==> src/hw/ucstx_pkg.sv <==
// package: register map, field layout and constants for the uart control block
package ucstx_pkg;

  // register byte offsets on the axi4-lite bus
  localparam logic [7:0] UCSTX_OFF_MODE = 8'h00;
  localparam logic [7:0] UCSTX_OFF_CTRL = 8'h04;
  localparam logic [7:0] UCSTX_OFF_STAT = 8'h08;
  localparam logic [7:0] UCSTX_OFF_FIFO = 8'h0c;
  localparam logic [7:0] UCSTX_OFF_TRIG = 8'h10;
  localparam logic [7:0] UCSTX_OFF_IRQS = 8'h14;
  localparam logic [7:0] UCSTX_OFF_IRQM = 8'h18;

  // mode register fields
  localparam int UCSTX_MODE_CKS_LSB = 0;
  localparam int UCSTX_MODE_RSV_BIT = 2;
  localparam logic [7:0] UCSTX_MODE_WMASK = 8'hfb;

  // control register fields
  localparam int UCSTX_CTRL_TIE_BIT = 7;
  localparam logic [15:0] UCSTX_CTRL_WMASK = 16'h00ff;
  localparam logic [15:0] UCSTX_CTRL_RST = 16'h0000;

  // status register field
  localparam int UCSTX_STAT_TX_FIFO_BELOW_TRIGGER_FLAG_BIT = 5;

  // interrupt status bits
  localparam int UCSTX_EV_TX_FIFO_BELOW_TRIGGER_FLAG = 0;
  localparam int UCSTX_EV_LOAD = 1;
  localparam int UCSTX_EV_NUM = 2;

  // axi responses
  localparam logic [1:0] UCSTX_RESP_OKAY = 2'h0;
  localparam logic [1:0] UCSTX_RESP_SLVERR = 2'h2;

  // prescaler ratios
  localparam int UCSTX_DIV4 = 4;
  localparam int UCSTX_DIV16 = 16;
  localparam int UCSTX_DIV64 = 64;

  // fifo defaults
  localparam int UCSTX_FIFO_DEPTH = 16;
  localparam logic [4:0] UCSTX_TRIG_RST = 5'h01;
  // shift register hold time in prescaled ticks per word
  localparam int UCSTX_WORD_TICKS = 10;

  // prescale codes
  typedef enum logic [1:0] {
    UCSTX_CKS_DIV1,
    UCSTX_CKS_DIV4,
    UCSTX_CKS_DIV16,
    UCSTX_CKS_DIV64
  } ucstx_cks_t;

  // axi write request bundle
  typedef struct packed {
    logic [7:0] addr;
    logic [31:0] data;
    logic [3:0] strb;
  } ucstx_wreq_t;

  // transmit status carried out of the fifo
  typedef struct packed {
    logic [4:0] level;
    logic below_trig;
    logic load;
  } ucstx_txstat_t;

endpackage

==> src/hw/ucstx_top.sv <==
// uart clock select, control register and transmit interrupt with axi slave
//
// The AXI4-Lite slave port and the address map were decided locally.
`timescale 1ns/100ps
module ucstx_top
  import ucstx_pkg::*;
#(
  parameter int DEPTH = UCSTX_FIFO_DEPTH,
  parameter int WORD_TICKS = UCSTX_WORD_TICKS
) (
  // clock, reset, enable
  input wire logic clk,
  input wire logic arst_n,
  input wire logic clk_en,
  // axi4-lite write address and data
  input wire logic [7:0] s_axi_awaddr,
  input wire logic s_axi_awvalid,
  output logic s_axi_awready,
  input wire logic [31:0] s_axi_wdata,
  input wire logic [3:0] s_axi_wstrb,
  input wire logic s_axi_wvalid,
  output logic s_axi_wready,
  // axi4-lite write response
  output logic [1:0] s_axi_bresp,
  output logic s_axi_bvalid,
  input wire logic s_axi_bready,
  // axi4-lite read
  input wire logic [7:0] s_axi_araddr,
  input wire logic s_axi_arvalid,
  output logic s_axi_arready,
  output logic [31:0] s_axi_rdata,
  output logic [1:0] s_axi_rresp,
  output logic s_axi_rvalid,
  input wire logic s_axi_rready,
  // transmit side and interrupts
  output logic baud_tick,
  output logic [7:0] tx_shift_data,
  output logic tx_fifo_empty_irq,
  output logic irq
);
  import ucstx_pkg::*;

  // write channel capture
  logic aw_got_reg, aw_got_next, w_got_reg, w_got_next;
  ucstx_wreq_t wq_reg, wq_next;
  logic bvalid_reg, bvalid_next;
  logic [1:0] bresp_reg, bresp_next;
  logic rvalid_reg, rvalid_next;
  logic [1:0] rresp_reg, rresp_next;
  logic [31:0] rdata_reg, rdata_next;
  // register state
  logic [7:0] mode_reg, mode_next;
  logic [15:0] ctrl_reg, ctrl_next;
  logic tx_fifo_below_trigger_flag_reg, tx_fifo_below_trigger_flag_next;
  logic tx_fifo_below_trigger_flag_seen_reg, tx_fifo_below_trigger_flag_seen_next;
  logic [4:0] trig_reg, trig_next;
  logic [UCSTX_EV_NUM-1:0] ists_reg, ists_next, imsk_reg, imsk_next;
  logic below_q_reg, below_q_next;
  // strobes
  logic wr_fire, rd_fire, push, flush;
  logic [7:0] push_data;
  logic [31:0] wmask;
  ucstx_txstat_t txs;
  ucstx_cks_t cks;
  logic tx_fifo_below_trigger_flag_rise;

  // expand byte strobes to a bit mask
  function automatic logic [31:0] strb_mask(input logic [3:0] s);
    logic [31:0] m;
    m = 32'h0000_0000;
    for (int i = 0; i < 4; i++) begin
      m[i*8 +: 8] = {8{s[i]}};
    end
    return m;
  endfunction

  // merge masked write into an old value
  function automatic logic [31:0] merge(input logic [31:0] old,
                                        input logic [31:0] nw,
                                        input logic [31:0] m);
    return (old & ~m) | (nw & m);
  endfunction

  // prescale selection comes straight from mode bits 1..0
  assign cks = ucstx_cks_t'(mode_reg[UCSTX_MODE_CKS_LSB +: 2]);

  ucstx_prescale u_pre (
    .clk(clk),
    .arst_n(arst_n),
    .clk_en(clk_en),
    .sel(cks),
    .tick(baud_tick)
  );

  ucstx_txfifo #(
    .DEPTH(DEPTH),
    .WORD_TICKS(WORD_TICKS)
  ) u_fifo (
    .clk(clk),
    .arst_n(arst_n),
    .clk_en(clk_en),
    .push(push),
    .push_data(push_data),
    .flush(flush),
    .tick(baud_tick),
    .trig(trig_reg),
    .stat(txs),
    .shift_data(tx_shift_data)
  );

  // axi handshakes: accept aw and w independently, respond after both
  // a low enable withholds every ready so nothing is taken and then lost
  always_comb begin
    s_axi_awready = clk_en && !aw_got_reg && !bvalid_reg;
    s_axi_wready = clk_en && !w_got_reg && !bvalid_reg;
    s_axi_arready = clk_en && !rvalid_reg;
    aw_got_next = aw_got_reg;
    w_got_next = w_got_reg;
    wq_next = wq_reg;
    if (s_axi_awvalid && s_axi_awready) begin
      aw_got_next = 1'b1;
      wq_next.addr = s_axi_awaddr;
    end
    if (s_axi_wvalid && s_axi_wready) begin
      w_got_next = 1'b1;
      wq_next.data = s_axi_wdata;
      wq_next.strb = s_axi_wstrb;
    end
    wr_fire = aw_got_reg && w_got_reg && !bvalid_reg;
    rd_fire = s_axi_arvalid && s_axi_arready;
    if (wr_fire) begin
      aw_got_next = 1'b0;
      w_got_next = 1'b0;
    end
  end

  // register writes, hardware events and flag behaviour
  always_comb begin
    wmask = strb_mask(wq_reg.strb);
    mode_next = mode_reg;
    ctrl_next = ctrl_reg;
    trig_next = trig_reg;
    imsk_next = imsk_reg;
    bresp_next = bresp_reg;
    bvalid_next = bvalid_reg && !s_axi_bready;
    push = 1'b0;
    push_data = wq_reg.data[7:0];
    flush = 1'b0;
    tx_fifo_below_trigger_flag_seen_next = tx_fifo_below_trigger_flag_seen_reg;
    below_q_next = txs.below_trig;
    // edge of the below-trigger level, for the event bit
    tx_fifo_below_trigger_flag_rise = txs.below_trig && !below_q_reg;
    tx_fifo_below_trigger_flag_next = tx_fifo_below_trigger_flag_reg;
    ists_next = ists_reg;
    // the prior read and the fifo level gate the flag clear: it needs the level at or above the trigger count
    if (wr_fire) begin
      bvalid_next = 1'b1;
      bresp_next = UCSTX_RESP_OKAY;
      unique case (wq_reg.addr)
        UCSTX_OFF_MODE: mode_next = 8'(merge(32'(mode_reg), wq_reg.data,
                           wmask & 32'(UCSTX_MODE_WMASK)));
        UCSTX_OFF_CTRL: ctrl_next = 16'(merge(32'(ctrl_reg), wq_reg.data,
                           wmask & 32'(UCSTX_CTRL_WMASK)));
        UCSTX_OFF_STAT: begin
          // flag clears only by writing 0 after reading it as 1
          if (wq_reg.strb[0] && !wq_reg.data[UCSTX_STAT_TX_FIFO_BELOW_TRIGGER_FLAG_BIT]
              && tx_fifo_below_trigger_flag_seen_reg && !txs.below_trig) begin
            tx_fifo_below_trigger_flag_next = 1'b0;
            tx_fifo_below_trigger_flag_seen_next = 1'b0;
          end
          flush = wq_reg.strb[1] && wq_reg.data[8];
        end
        UCSTX_OFF_FIFO: push = wq_reg.strb[0];
        UCSTX_OFF_TRIG: if (wq_reg.strb[0]) trig_next = wq_reg.data[4:0];
        UCSTX_OFF_IRQS: ists_next = ists_reg & ~wq_reg.data[1:0];
        UCSTX_OFF_IRQM: if (wq_reg.strb[0]) imsk_next = wq_reg.data[1:0];
        default: bresp_next = UCSTX_RESP_SLVERR;
      endcase
    end
    // set wins over any clear in the same cycle
    if (txs.load || tx_fifo_below_trigger_flag_rise || txs.below_trig) begin
      tx_fifo_below_trigger_flag_next = 1'b1;
    end
    if (tx_fifo_below_trigger_flag_rise) ists_next[UCSTX_EV_TX_FIFO_BELOW_TRIGGER_FLAG] = 1'b1;
    if (txs.load) ists_next[UCSTX_EV_LOAD] = 1'b1;
  end

  // read data mux; reserved bits come back zero
  always_comb begin
    rvalid_next = rvalid_reg && !s_axi_rready;
    rdata_next = rdata_reg;
    rresp_next = rresp_reg;
    if (rd_fire) begin
      rvalid_next = 1'b1;
      rresp_next = UCSTX_RESP_OKAY;
      unique case (s_axi_araddr)
        UCSTX_OFF_MODE: rdata_next = 32'(mode_reg & UCSTX_MODE_WMASK);
        UCSTX_OFF_CTRL: rdata_next = 32'(ctrl_reg & UCSTX_CTRL_WMASK);
        UCSTX_OFF_STAT:
          rdata_next = 32'(tx_fifo_below_trigger_flag_reg) << UCSTX_STAT_TX_FIFO_BELOW_TRIGGER_FLAG_BIT;
        UCSTX_OFF_FIFO: rdata_next = 32'(txs.level);
        UCSTX_OFF_TRIG: rdata_next = 32'(trig_reg);
        UCSTX_OFF_IRQS: rdata_next = 32'(ists_reg);
        UCSTX_OFF_IRQM: rdata_next = 32'(imsk_reg);
        default: begin
          rdata_next = 32'h0000_0000;
          rresp_next = UCSTX_RESP_SLVERR;
        end
      endcase
    end
  end

  // reading the flag as 1 arms the clear; the write must come later
  logic arm_read;
  assign arm_read = rd_fire && s_axi_araddr == UCSTX_OFF_STAT && tx_fifo_below_trigger_flag_reg;

  // state registers; a low enable freezes everything, bus included
  always_ff @(posedge clk or negedge arst_n) begin
    if (!arst_n) begin
      aw_got_reg <= 1'b0;
      w_got_reg <= 1'b0;
      wq_reg <= '0;
      bvalid_reg <= 1'b0;
      bresp_reg <= UCSTX_RESP_OKAY;
      rvalid_reg <= 1'b0;
      rresp_reg <= UCSTX_RESP_OKAY;
      rdata_reg <= 32'h0000_0000;
      mode_reg <= 8'h00;
      ctrl_reg <= UCSTX_CTRL_RST;
      tx_fifo_below_trigger_flag_reg <= 1'b0;
      tx_fifo_below_trigger_flag_seen_reg <= 1'b0;
      trig_reg <= UCSTX_TRIG_RST;
      ists_reg <= '0;
      imsk_reg <= '0;
      below_q_reg <= 1'b1; // empty fifo idles below trigger, no false edge
    end else if (clk_en) begin
      aw_got_reg <= aw_got_next;
      w_got_reg <= w_got_next;
      wq_reg <= wq_next;
      bvalid_reg <= bvalid_next;
      bresp_reg <= bresp_next;
      rvalid_reg <= rvalid_next;
      rresp_reg <= rresp_next;
      rdata_reg <= rdata_next;
      mode_reg <= mode_next;
      ctrl_reg <= ctrl_next;
      tx_fifo_below_trigger_flag_reg <= tx_fifo_below_trigger_flag_next;
      tx_fifo_below_trigger_flag_seen_reg <= tx_fifo_below_trigger_flag_seen_next || arm_read;
      trig_reg <= trig_next;
      ists_reg <= ists_next;
      imsk_reg <= imsk_next;
      below_q_reg <= below_q_next;
    end
  end

  // outputs: level request gated by enable, summary irq
  assign tx_fifo_empty_irq = ctrl_reg[UCSTX_CTRL_TIE_BIT] && tx_fifo_below_trigger_flag_reg;
  assign irq = |(ists_reg & imsk_reg);
  assign s_axi_bvalid = bvalid_reg;
  assign s_axi_bresp = bresp_reg;
  assign s_axi_rvalid = rvalid_reg;
  assign s_axi_rresp = rresp_reg;
  assign s_axi_rdata = rdata_reg;

  // reserved bits read back zero; reset clears control
  AST_MODE_RSV_ZERO: assert property (@(posedge clk)
    disable iff (!arst_n)
    s_axi_rvalid && $past(s_axi_araddr) == UCSTX_OFF_MODE && $past(rd_fire)
      |-> s_axi_rdata[UCSTX_MODE_RSV_BIT] == 1'b0)
    else $error("mode reserved bit read nonzero");
  AST_CTRL_RSV_ZERO: assert property (@(posedge clk)
    disable iff (!arst_n)
    ctrl_reg[15:8] == 8'h00)
    else $error("control upper byte nonzero");
  AST_CTRL_RSV_READ: assert property (@(posedge clk)
    disable iff (!arst_n)
    s_axi_rvalid && $past(s_axi_araddr) == UCSTX_OFF_CTRL && $past(rd_fire)
      |-> s_axi_rdata[31:8] == 24'h000000)
    else $error("control read shows reserved bits");
  AST_CTRL_RESET: assert property (@(posedge clk)
    !arst_n |=>
      ctrl_reg == UCSTX_CTRL_RST || !arst_n)
    else $error("control not cleared by reset");

  // bus always answers, and stays quiet while frozen
  AST_WRITE_ANSWER: assert property (@(posedge clk)
    disable iff (!arst_n)
    (wr_fire && clk_en) |=> s_axi_bvalid)
    else $error("write not answered");
  AST_READ_ANSWER: assert property (@(posedge clk)
    disable iff (!arst_n)
    rd_fire |=> s_axi_rvalid)
    else $error("read not answered");
  AST_FREEZE_NO_READY: assert property (@(posedge clk)
    disable iff (!arst_n)
    !clk_en |-> !s_axi_awready && !s_axi_wready && !s_axi_arready)
    else $error("handshake offered while frozen");

  // request level and the events that raise or withdraw it
  AST_TIE_GATES: assert property (@(posedge clk)
    disable iff (!arst_n)
    !ctrl_reg[UCSTX_CTRL_TIE_BIT] |-> !tx_fifo_empty_irq)
    else $error("request while enable clear");
  AST_LOAD_SETS: assert property (@(posedge clk)
    disable iff (!arst_n)
    txs.load |=> tx_fifo_below_trigger_flag_reg)
    else $error("load did not raise flag");
  AST_BELOW_SETS: assert property (@(posedge clk)
    disable iff (!arst_n)
    (txs.below_trig && clk_en) |=> tx_fifo_below_trigger_flag_reg)
    else $error("below trigger did not raise flag");
  AST_IRQ_LEVEL: assert property (@(posedge clk)
    disable iff (!arst_n)
    (ctrl_reg[UCSTX_CTRL_TIE_BIT] && tx_fifo_below_trigger_flag_reg) == tx_fifo_empty_irq)
    else $error("request differs from enable and flag");
  AST_CLEAR_NEEDS_READ: assert property (@(posedge clk)
    disable iff (!arst_n)
    ($fell(tx_fifo_below_trigger_flag_reg)) |-> $past(tx_fifo_below_trigger_flag_seen_reg))
    else $error("flag cleared without prior read");

  // main scenarios reached
  COV_LOAD: cover property (@(posedge clk) disable iff (!arst_n) txs.load);
  COV_IRQ: cover property (@(posedge clk) disable iff (!arst_n)
    $rose(tx_fifo_empty_irq));
  COV_CLEAR: cover property (@(posedge clk) disable iff (!arst_n)
    $fell(tx_fifo_below_trigger_flag_reg));
  COV_DIV64: cover property (@(posedge clk) disable iff (!arst_n)
    cks == UCSTX_CKS_DIV64 && baud_tick);
  COV_FLUSH: cover property (@(posedge clk) disable iff (!arst_n)
    flush && clk_en);

endmodule // ucstx_top

==> src/hw/ucstx_prescale.sv <==
// baud prescaler: one-cycle tick at pclk/1, /4, /16 or /64
`timescale 1ns/100ps
module ucstx_prescale
  import ucstx_pkg::*;
(
  // clock and reset
  input wire logic clk,
  input wire logic arst_n,
  input wire logic clk_en,
  // selection and tick
  input wire ucstx_pkg::ucstx_cks_t sel,
  output logic tick
);
  import ucstx_pkg::*;

  logic [5:0] cnt_reg;
  logic [5:0] cnt_next;
  logic [5:0] last;

  // terminal count per selected ratio
  always_comb begin
    unique case (sel)
      UCSTX_CKS_DIV1: last = 6'h00;
      UCSTX_CKS_DIV4: last = 6'(UCSTX_DIV4 - 1);
      UCSTX_CKS_DIV16: last = 6'(UCSTX_DIV16 - 1);
      UCSTX_CKS_DIV64: last = 6'(UCSTX_DIV64 - 1);
    endcase
  end

  // free-running counter, restarts at terminal count
  always_comb begin
    tick = (cnt_reg >= last);
    cnt_next = tick ? 6'h00 : cnt_reg + 6'h01;
  end

  always_ff @(posedge clk or negedge arst_n) begin
    if (!arst_n) begin
      cnt_reg <= 6'h00;
    end else if (clk_en) begin
      cnt_reg <= cnt_next;
    end
  end

  AST_DIV64_SPACING: assert property (@(posedge clk)
    disable iff (!arst_n)
    (clk_en && tick && sel == UCSTX_CKS_DIV64 && $stable(sel)) |=>
      (!tick || sel != UCSTX_CKS_DIV64))
    else $error("div64 tick repeated too soon");

endmodule // ucstx_prescale

==> src/hw/ucstx_txfifo.sv <==
// transmit fifo with a shift register drain paced by the prescaler
`timescale 1ns/100ps
module ucstx_txfifo
  import ucstx_pkg::*;
#(
  parameter int DEPTH = UCSTX_FIFO_DEPTH,
  parameter int WORD_TICKS = UCSTX_WORD_TICKS
) (
  // clock and reset
  input wire logic clk,
  input wire logic arst_n,
  input wire logic clk_en,
  // write side from software
  input wire logic push,
  input wire logic [7:0] push_data,
  input wire logic flush,
  // pacing and trigger
  input wire logic tick,
  input wire logic [4:0] trig,
  // state out
  output ucstx_pkg::ucstx_txstat_t stat,
  output logic [7:0] shift_data
);
  import ucstx_pkg::*;

  logic [7:0] mem_reg [DEPTH];
  logic [3:0] rd_reg, rd_next, wr_reg, wr_next;
  logic [4:0] lvl_reg, lvl_next;
  logic [7:0] sh_reg, sh_next;
  logic [7:0] tk_reg, tk_next;
  logic busy_reg, busy_next;
  logic pop, do_push;

  // shift register takes a word when idle; push refused when full
  always_comb begin
    do_push = push && (lvl_reg < 5'(DEPTH));
    pop = !busy_reg && (lvl_reg != 5'h00);
    rd_next = pop ? rd_reg + 4'h1 : rd_reg;
    wr_next = do_push ? wr_reg + 4'h1 : wr_reg;
    lvl_next = lvl_reg + 5'(do_push) - 5'(pop);
    sh_next = pop ? mem_reg[rd_reg] : sh_reg;
    busy_next = busy_reg;
    tk_next = tk_reg;
    if (pop) begin
      busy_next = 1'b1;
      tk_next = 8'h00;
    end else if (busy_reg && tick) begin
      tk_next = tk_reg + 8'h01;
      busy_next = (tk_reg != 8'(WORD_TICKS - 1));
    end
    if (flush) begin
      rd_next = 4'h0;
      wr_next = 4'h0;
      lvl_next = 5'h00;
    end
  end

  always_ff @(posedge clk or negedge arst_n) begin
    if (!arst_n) begin
      rd_reg <= 4'h0;
      wr_reg <= 4'h0;
      lvl_reg <= 5'h00;
      sh_reg <= 8'h00;
      tk_reg <= 8'h00;
      busy_reg <= 1'b0;
    end else if (clk_en) begin
      rd_reg <= rd_next;
      wr_reg <= wr_next;
      lvl_reg <= lvl_next;
      sh_reg <= sh_next;
      tk_reg <= tk_next;
      busy_reg <= busy_next;
    end
  end

  // storage has no reset, only written words are ever read
  always_ff @(posedge clk) begin
    if (clk_en && do_push) begin
      mem_reg[wr_reg] <= push_data;
    end
  end

  // load pulse marks fifo to shift register transfer
  always_comb begin
    stat.level = lvl_reg;
    stat.below_trig = (lvl_reg < trig);
    stat.load = pop && clk_en;
    shift_data = sh_reg;
  end

endmodule // ucstx_txfifo

==> config.mk <==
export PLATFORM = sky130hd
export DESIGN_NAME = ucstx_top
export DESIGN_NICKNAME = d
export VERILOG_FILES = /design/src/hw/ucstx_pkg.sv /design/src/hw/ucstx_top.sv /design/src/hw/ucstx_prescale.sv /design/src/hw/ucstx_txfifo.sv
export SDC_FILE = /design/constraint.sdc
export NUM_CORES = 1
export LEC_CHECK = 0
export BUFFER_PORTS_ARGS = -buffer_cell sky130_fd_sc_hd__buf_2
export CORE_ASPECT_RATIO = 0.6
export CORE_UTILIZATION = 50
export CTS_CLUSTER_DIAMETER = 30
export DETAILED_ROUTE_END_ITERATION = 8
export HOLD_SLACK_MARGIN = 0.08
export PLACE_DENSITY = 0.7
export SYNTH_ARGS = -nofsm -noshare
export SYNTH_HDL_FRONTEND = slang
export SYNTH_HIERARCHICAL = 1
export SYNTH_SLANG_ARGS = --single-unit
==> constraint.sdc <==
create_clock -name clk -period 4.1 [get_ports clk]
set_input_delay 0.41 -clock clk [delete_from_list [all_inputs] [get_ports clk]]
set_output_delay 0.41 -clock clk [all_outputs]
set_load 0.05 [all_outputs]
# --- Word-level counts from Yosys, hierarchy flattened ---
# Memories as Yosys holds them, arrays and structs flattened. A register that Yosys moved wholly into a read port is not among the register bits.
# Cells that the tools add are included.
word_totals:
  register_bits: 130
  ramBits: 128
  inputBits: 60
  elab_cells: 174
  memories: 1
classes:
  add_sub_neg: 6
  magnitude_cmp: 3
  eq_ne: 16
  n_mux: 37
  n_bitwise: 11
  n_reduce_logical: 75
memory_table:
  columns: ["memory", "depth", "word_bits", "rd", "rd_ports_with_merged_regs", "wr", "line_no", "text"]
  rows:
  - ["u_fifo.mem_reg", 16, 8, 1, 1, 1, "ucstx_txfifo.sv:26", "logic [7:0] mem_reg [DEPTH];"]
ops:
  columns: ["cell", "n"]
  rows:
  - ["$pmux W8 S7", 1]
  - ["$eq A8 B5 Y1 const B", 6]
  - ["$eq A8 B4 Y1 const B", 4]
  - ["$logic_and A1 B1 Y1", 25]
  - ["$pmux W6 S4", 1]
  - ["$reduce_bool A2 Y1", 12]
  - ["$mux W1", 23]
  - ["$reduce_and A2 Y1", 10]
  - ["$and A16 B16 Y16", 1]
  - ["$and A16 B8 Y16", 1]
  - ["$and A8 B8 Y8", 2]
  - ["$eq A8 B3 Y1 const B", 2]
  - ["$logic_not A8 Y1", 2]
  - ["$mux W4", 4]
  - ["$mux W8", 2]
  - ["$not A8 Y16", 1]
  - ["$or A16 B16 Y16", 1]
  - ["$reduce_or A7 Y1", 2]
  - ["$reduce_and A3 Y1", 4]
  - ["$reduce_and A4 Y1", 3]
  - ["$logic_not A1 Y1", 11]
  - ["$add A4 B1 Y4 const B", 2]
  - ["$add A8 B1 Y8 const B", 1]
  - ["$mux W2", 4]
  - ["19 further kinds", 23]

# --- Depth between registers and ports, before layout ---
depth:
  word_depth: 8
  depth_mapped: 16
  depth_no_buf: 16

# --- Cells and area by module ---
# The synthesis kept the hierarchy.
modules_own_cells:
  columns: ["mod", "instances", "cells_each", "area_each_um2", "seq_area_each_um2"]
  rows:
  - ["ucstx_txfifo", 1, 406, 6658.9, 4594.4]
  - ["ucstx_top", 1, 250, 2969.1, 1503.9]
  - ["ucstx_prescale", 1, 49, 501.7, 150.1]

# --- Worst setup path after synthesis ---
# OpenSTA, ideal clock, no wires.
synth_path:
  kind: "register to register"
  start: "register wq_reg[37] (netlist bit)"
  end: "register u_fifo.lvl_reg[2]"
  arrival_ns: 2.974
  setup_slack_ns: 1.043
  path_stages_with_launch: 15
  path_buffers: 0
  period_less_slack_ns: 3.057
  path_cell_list: "dfrtp_1 > or4_4 > nor3_1 > nand4_1 > nor2_1 > nor2b_1 > inv_1 > ha_1 > inv_1 > ha_1 > inv_1 > fa_1 > xor2_1 > or3_1 > o21ai_0"
synth_via:
  elab_chain_len: 7
  word_cells_on_any_way: 10
synth_rtl:
  columns: ["item", "line_no", "text"]
  rows:
  - ["from (decl)", "ucstx_top.sv:45", "ucstx_wreq_t wq_reg, wq_next;"]
  - ["from (signal assigned)", "ucstx_top.sv:239", "wq_reg <= wq_next;"]
  - ["$eq A8 B4 Y1", "ucstx_top.sv:159", "unique case (wq_reg.addr)"]
  - ["$mux W1", "ucstx_top.sv:159", null]
  - ["$mux W1", "ucstx_top.sv:156", "if (wr_fire) begin"]
  - ["named net push", "ucstx_top.sv:60", "logic wr_fire, rd_fire, push, flush;"]
  - ["$logic_and A1 B1 Y1", "ucstx_txfifo.sv:36", "do_push = push && (lvl_reg < 5'(DEPTH));"]
  - ["$add A5 B1 Y5", "ucstx_txfifo.sv:40", "lvl_next = lvl_reg + 5'(do_push) - 5'(pop);"]
  - ["$sub A5 B1 Y5", "ucstx_txfifo.sv:40", null]
  - ["$mux W5", "ucstx_txfifo.sv:51", "if (flush) begin"]
  - ["to (signal assigned)", "ucstx_txfifo.sv:69", "lvl_reg <= lvl_next;"]
  - ["to (decl)", "ucstx_txfifo.sv:28", "logic [4:0] lvl_reg, lvl_next;"]
# The timed path passes the listed nets, and every way through them passes these cells.
# A chain may end at the register's enable or synchronous reset.

# --- Final worst setup path ---
# Ends and elaborated chain as after synthesis.

==> metrics.yaml <==
crit_arrival_ns: 3.96
largest_register_ff_count: 128
grt_pass1_vias: 6224
synth-main-ff-cell: "edfxtp_1"
leakagePower_nw: 4.69
yosys_warnings: 6
cts_tree: "built"
timing.critical_path.required_ns: 4.55
grt_use_total_pct: 22.6
postRouteWirelength_mm: 22.6
drt_first_iter_violations: 506
max_slew_margin_pct: 22.8
fin_crit_share_pct: 85.6
drt-pass1-iter-count: 5
io_buffers: 60
ys_async_sr_fraction_pct: 42.9
run_status: "finished clean"
clk_latency_ns: 0.54
post_route_cells_drive_above_1_share_pct: 27.9
max_freq_mhz: 285
worstHoldPathType: "input pin to register"
period_minus_slack_ns: 3.51
final_antenna_net_count: 0
vias: 6213
placeableCoreArea_sq_mm: 0.0194
number_of_max_cap_violations: 0
grt_first_pass_wirelength_mm: 35.5
synth_sequential_area_ratio_pct: 61.7
register_area_sq_mm: 0.00625
drt-vias-per-instance: 5.80
skew_ns: 0.0173
synth_edf_count: 128
clock-sinks: 224
dp_worst_setup_slack_ns: 0.645
maxSlewViolCount: 0
avgSynthCellArea_sq_um: 14.4
ys_ff_latch: 224
place.gp.congestion: 0.815
vdd_drop_max_v: 0.000488
yosys.cell_types.count: 74
finalCoreUtilization_pct: 60.2
pin_count: 112
cell_area_power_density_mw_per_mm2: 672
grt_setup_unrepaired: "no"
dpl.hpwl_mm: 15.0
pin_count_of_the_biggest_net_entering_global_routing: 77
areaGrowthSynthToFinish_pct: 15.5
chip_width_um: 186
grt.overflow.total: 0
path_max_fanout: 5
final_cell_mix: "edfxtp_1 (128), dfrtp_1 (92), buf_2 (59)"
tightest_slew_ns: 1.15
setup.worst_path.end_class: "register"
post_drt_wl_per_cell_um: 21.0
multiInputGateArea_sq_mm: 0.00354
antenna_cells: 0
post-route-drc-count: 0
cts_made_buffers: 30
clock_pin_slew_worst_setup_and_hold_paths_ns: 0.06
worstSetupPathType: "register to register"
post_synthesis_cell_area_sq_mm: 0.0101
initial_core_util_pct: 52.2
leading_cell_type_in_the_layout_fill_and_taps_excluded: "edfxtp_1"
grt_antenna_before_repair: 0
row_count: 39
fp.dieArea_sq_mm: 0.0209
finalPower_w: 0.00786
ctsLongestPathBuffers: 3
ctsRootBufferMaster: "clkbuf_16"
final.setup.worst_slack_ns: 0.590
die_h_um: 112
fillCellCount: 1517
synthCells: 705
finalSetupViolations: 0
timing.critical_path.from_type: "register"
post_cts_sizing_count: 0
fin_nets: 868
cts.htree.levels: 1
finalSetupTns_ns: 0
cts_setup_buffers: 0
hold_viol: 0
through the flow:
stage / cell area [sq um] / std cells / hold slack (ns)
6_report: 11700 / 1072 / 0.102
5_1_grt: 11700 / 1072 / 0.0891
4_1_cts: 11700 / 1072 / 0.0849
3_5_place_dp: 10600 / 1016 / 0.462
3_3_place_gp: 10600 / 1016 / 0.458
2_1_floorplan: 10200 / 730 / 0.114
area by class of cell:
type,count,area share (%)
Clock buffer,40,7.53
Inverter,25,0.802
Multi-Input combinational cell,428,30.3
Tap cell,266,2.84
Clock inverter,15,1.59
Timing Repair Buffer,74,3.51
Sequential cell,224,53.4
where the power goes:
part	switching (W)	total, W	leakage [nW]	internal [W]
Sequential	0.000699	0.00354	2.36	0.00284
Clock	0.000981	0.00269	0.526	0.00171
Combinational	0.000892	0.00163	1.80	0.000743
worst max-delay path, stage by stage, from the launching register on:
cell and delay, ns:
dfrtp_1 0.38, or4_4 0.57, nor3_1 0.26, nand4_1 0.17, nor2_1 0.13, nor2b_1 0.26, inv_1 0.13, ha_1 0.28
inv_1 0.05, ha_1 0.15, inv_1 0.05, fa_1 0.40, xor2_1 0.17, or3_1 0.31, o21ai_0 0.10
cells in the mapped netlist, drive strengths merged (10+ instances only):
cell type | number | area, sq um
buf | 41 | 298
nand2 | 45 | 169
dfrtp | 94 | 2350
nand3 | 10 | 55.1
nor2b | 10 | 62.6
inv | 25 | 93.8
a21oi | 13 | 72.6
clkbuf | 12 | 45.0
mux4 | 28 | 631
a22oi | 10 | 75.1
mux2i | 19 | 190
nor2 | 44 | 173
nor3 | 14 | 75.1
ha | 24 | 300
edfxtp | 128 | 3840
o21ai | 17 | 88.8
mux2 | 45 | 507
path summary, 6_finish.rpt:
kind	to	start	slack [ns]	cells past startpoint
setup / recovery	u_fifo/lvl_reg[2]	wq_reg[37]	0.59	14
hold reg to reg	below_q_reg	below_q_reg	0.47	2
min in group asynchronous	asynchronous set/reset pin	arst_n	0.58	2
max in group asynchronous	u_fifo/rd_reg[0]	arst_n	2.62	3
setup reg to reg	u_fifo/lvl_reg[2]	wq_reg[37]	0.59	14
hold / removal	wmask[0]	s_axi_wstrb[0]	0.10	2
kinds of logic (layout without fill, tap and decap cells):
kind of cell,count (synthesis),after routing,share of synthesized area [%]
AO/OA/AOI/OAI,95,95,6.74
XOR/XNOR,10,10,0.865
adder cells (fa/ha/maj),25,25,3.16
buffers and inverters,78,154,4.31
flip-flops,224,224,61.7
multiplexers,92,92,13.1
other,1,26,0.0370
AND/OR/NAND/NOR,180,180,10.1
layer usage:
layer  GRT usage, %  vias to the layer above  share of wire (%)
met4           4.59                        0                1.6
li1               -                     2781                  -
met3           4.32                       29                7.0
met1           36.2                     3172                 49
met5              0                        -                  0
met2           32.1                      231                 43
repair_timing:
| action | CTS | global route |
|---|---|---|
| endpoints found under the hold margin | 73 | 0 |
| endpoints found under the setup margin | 0 | 0 |
| hold buffers | 1 | 0 |
(Power assumes the default switching activity.)
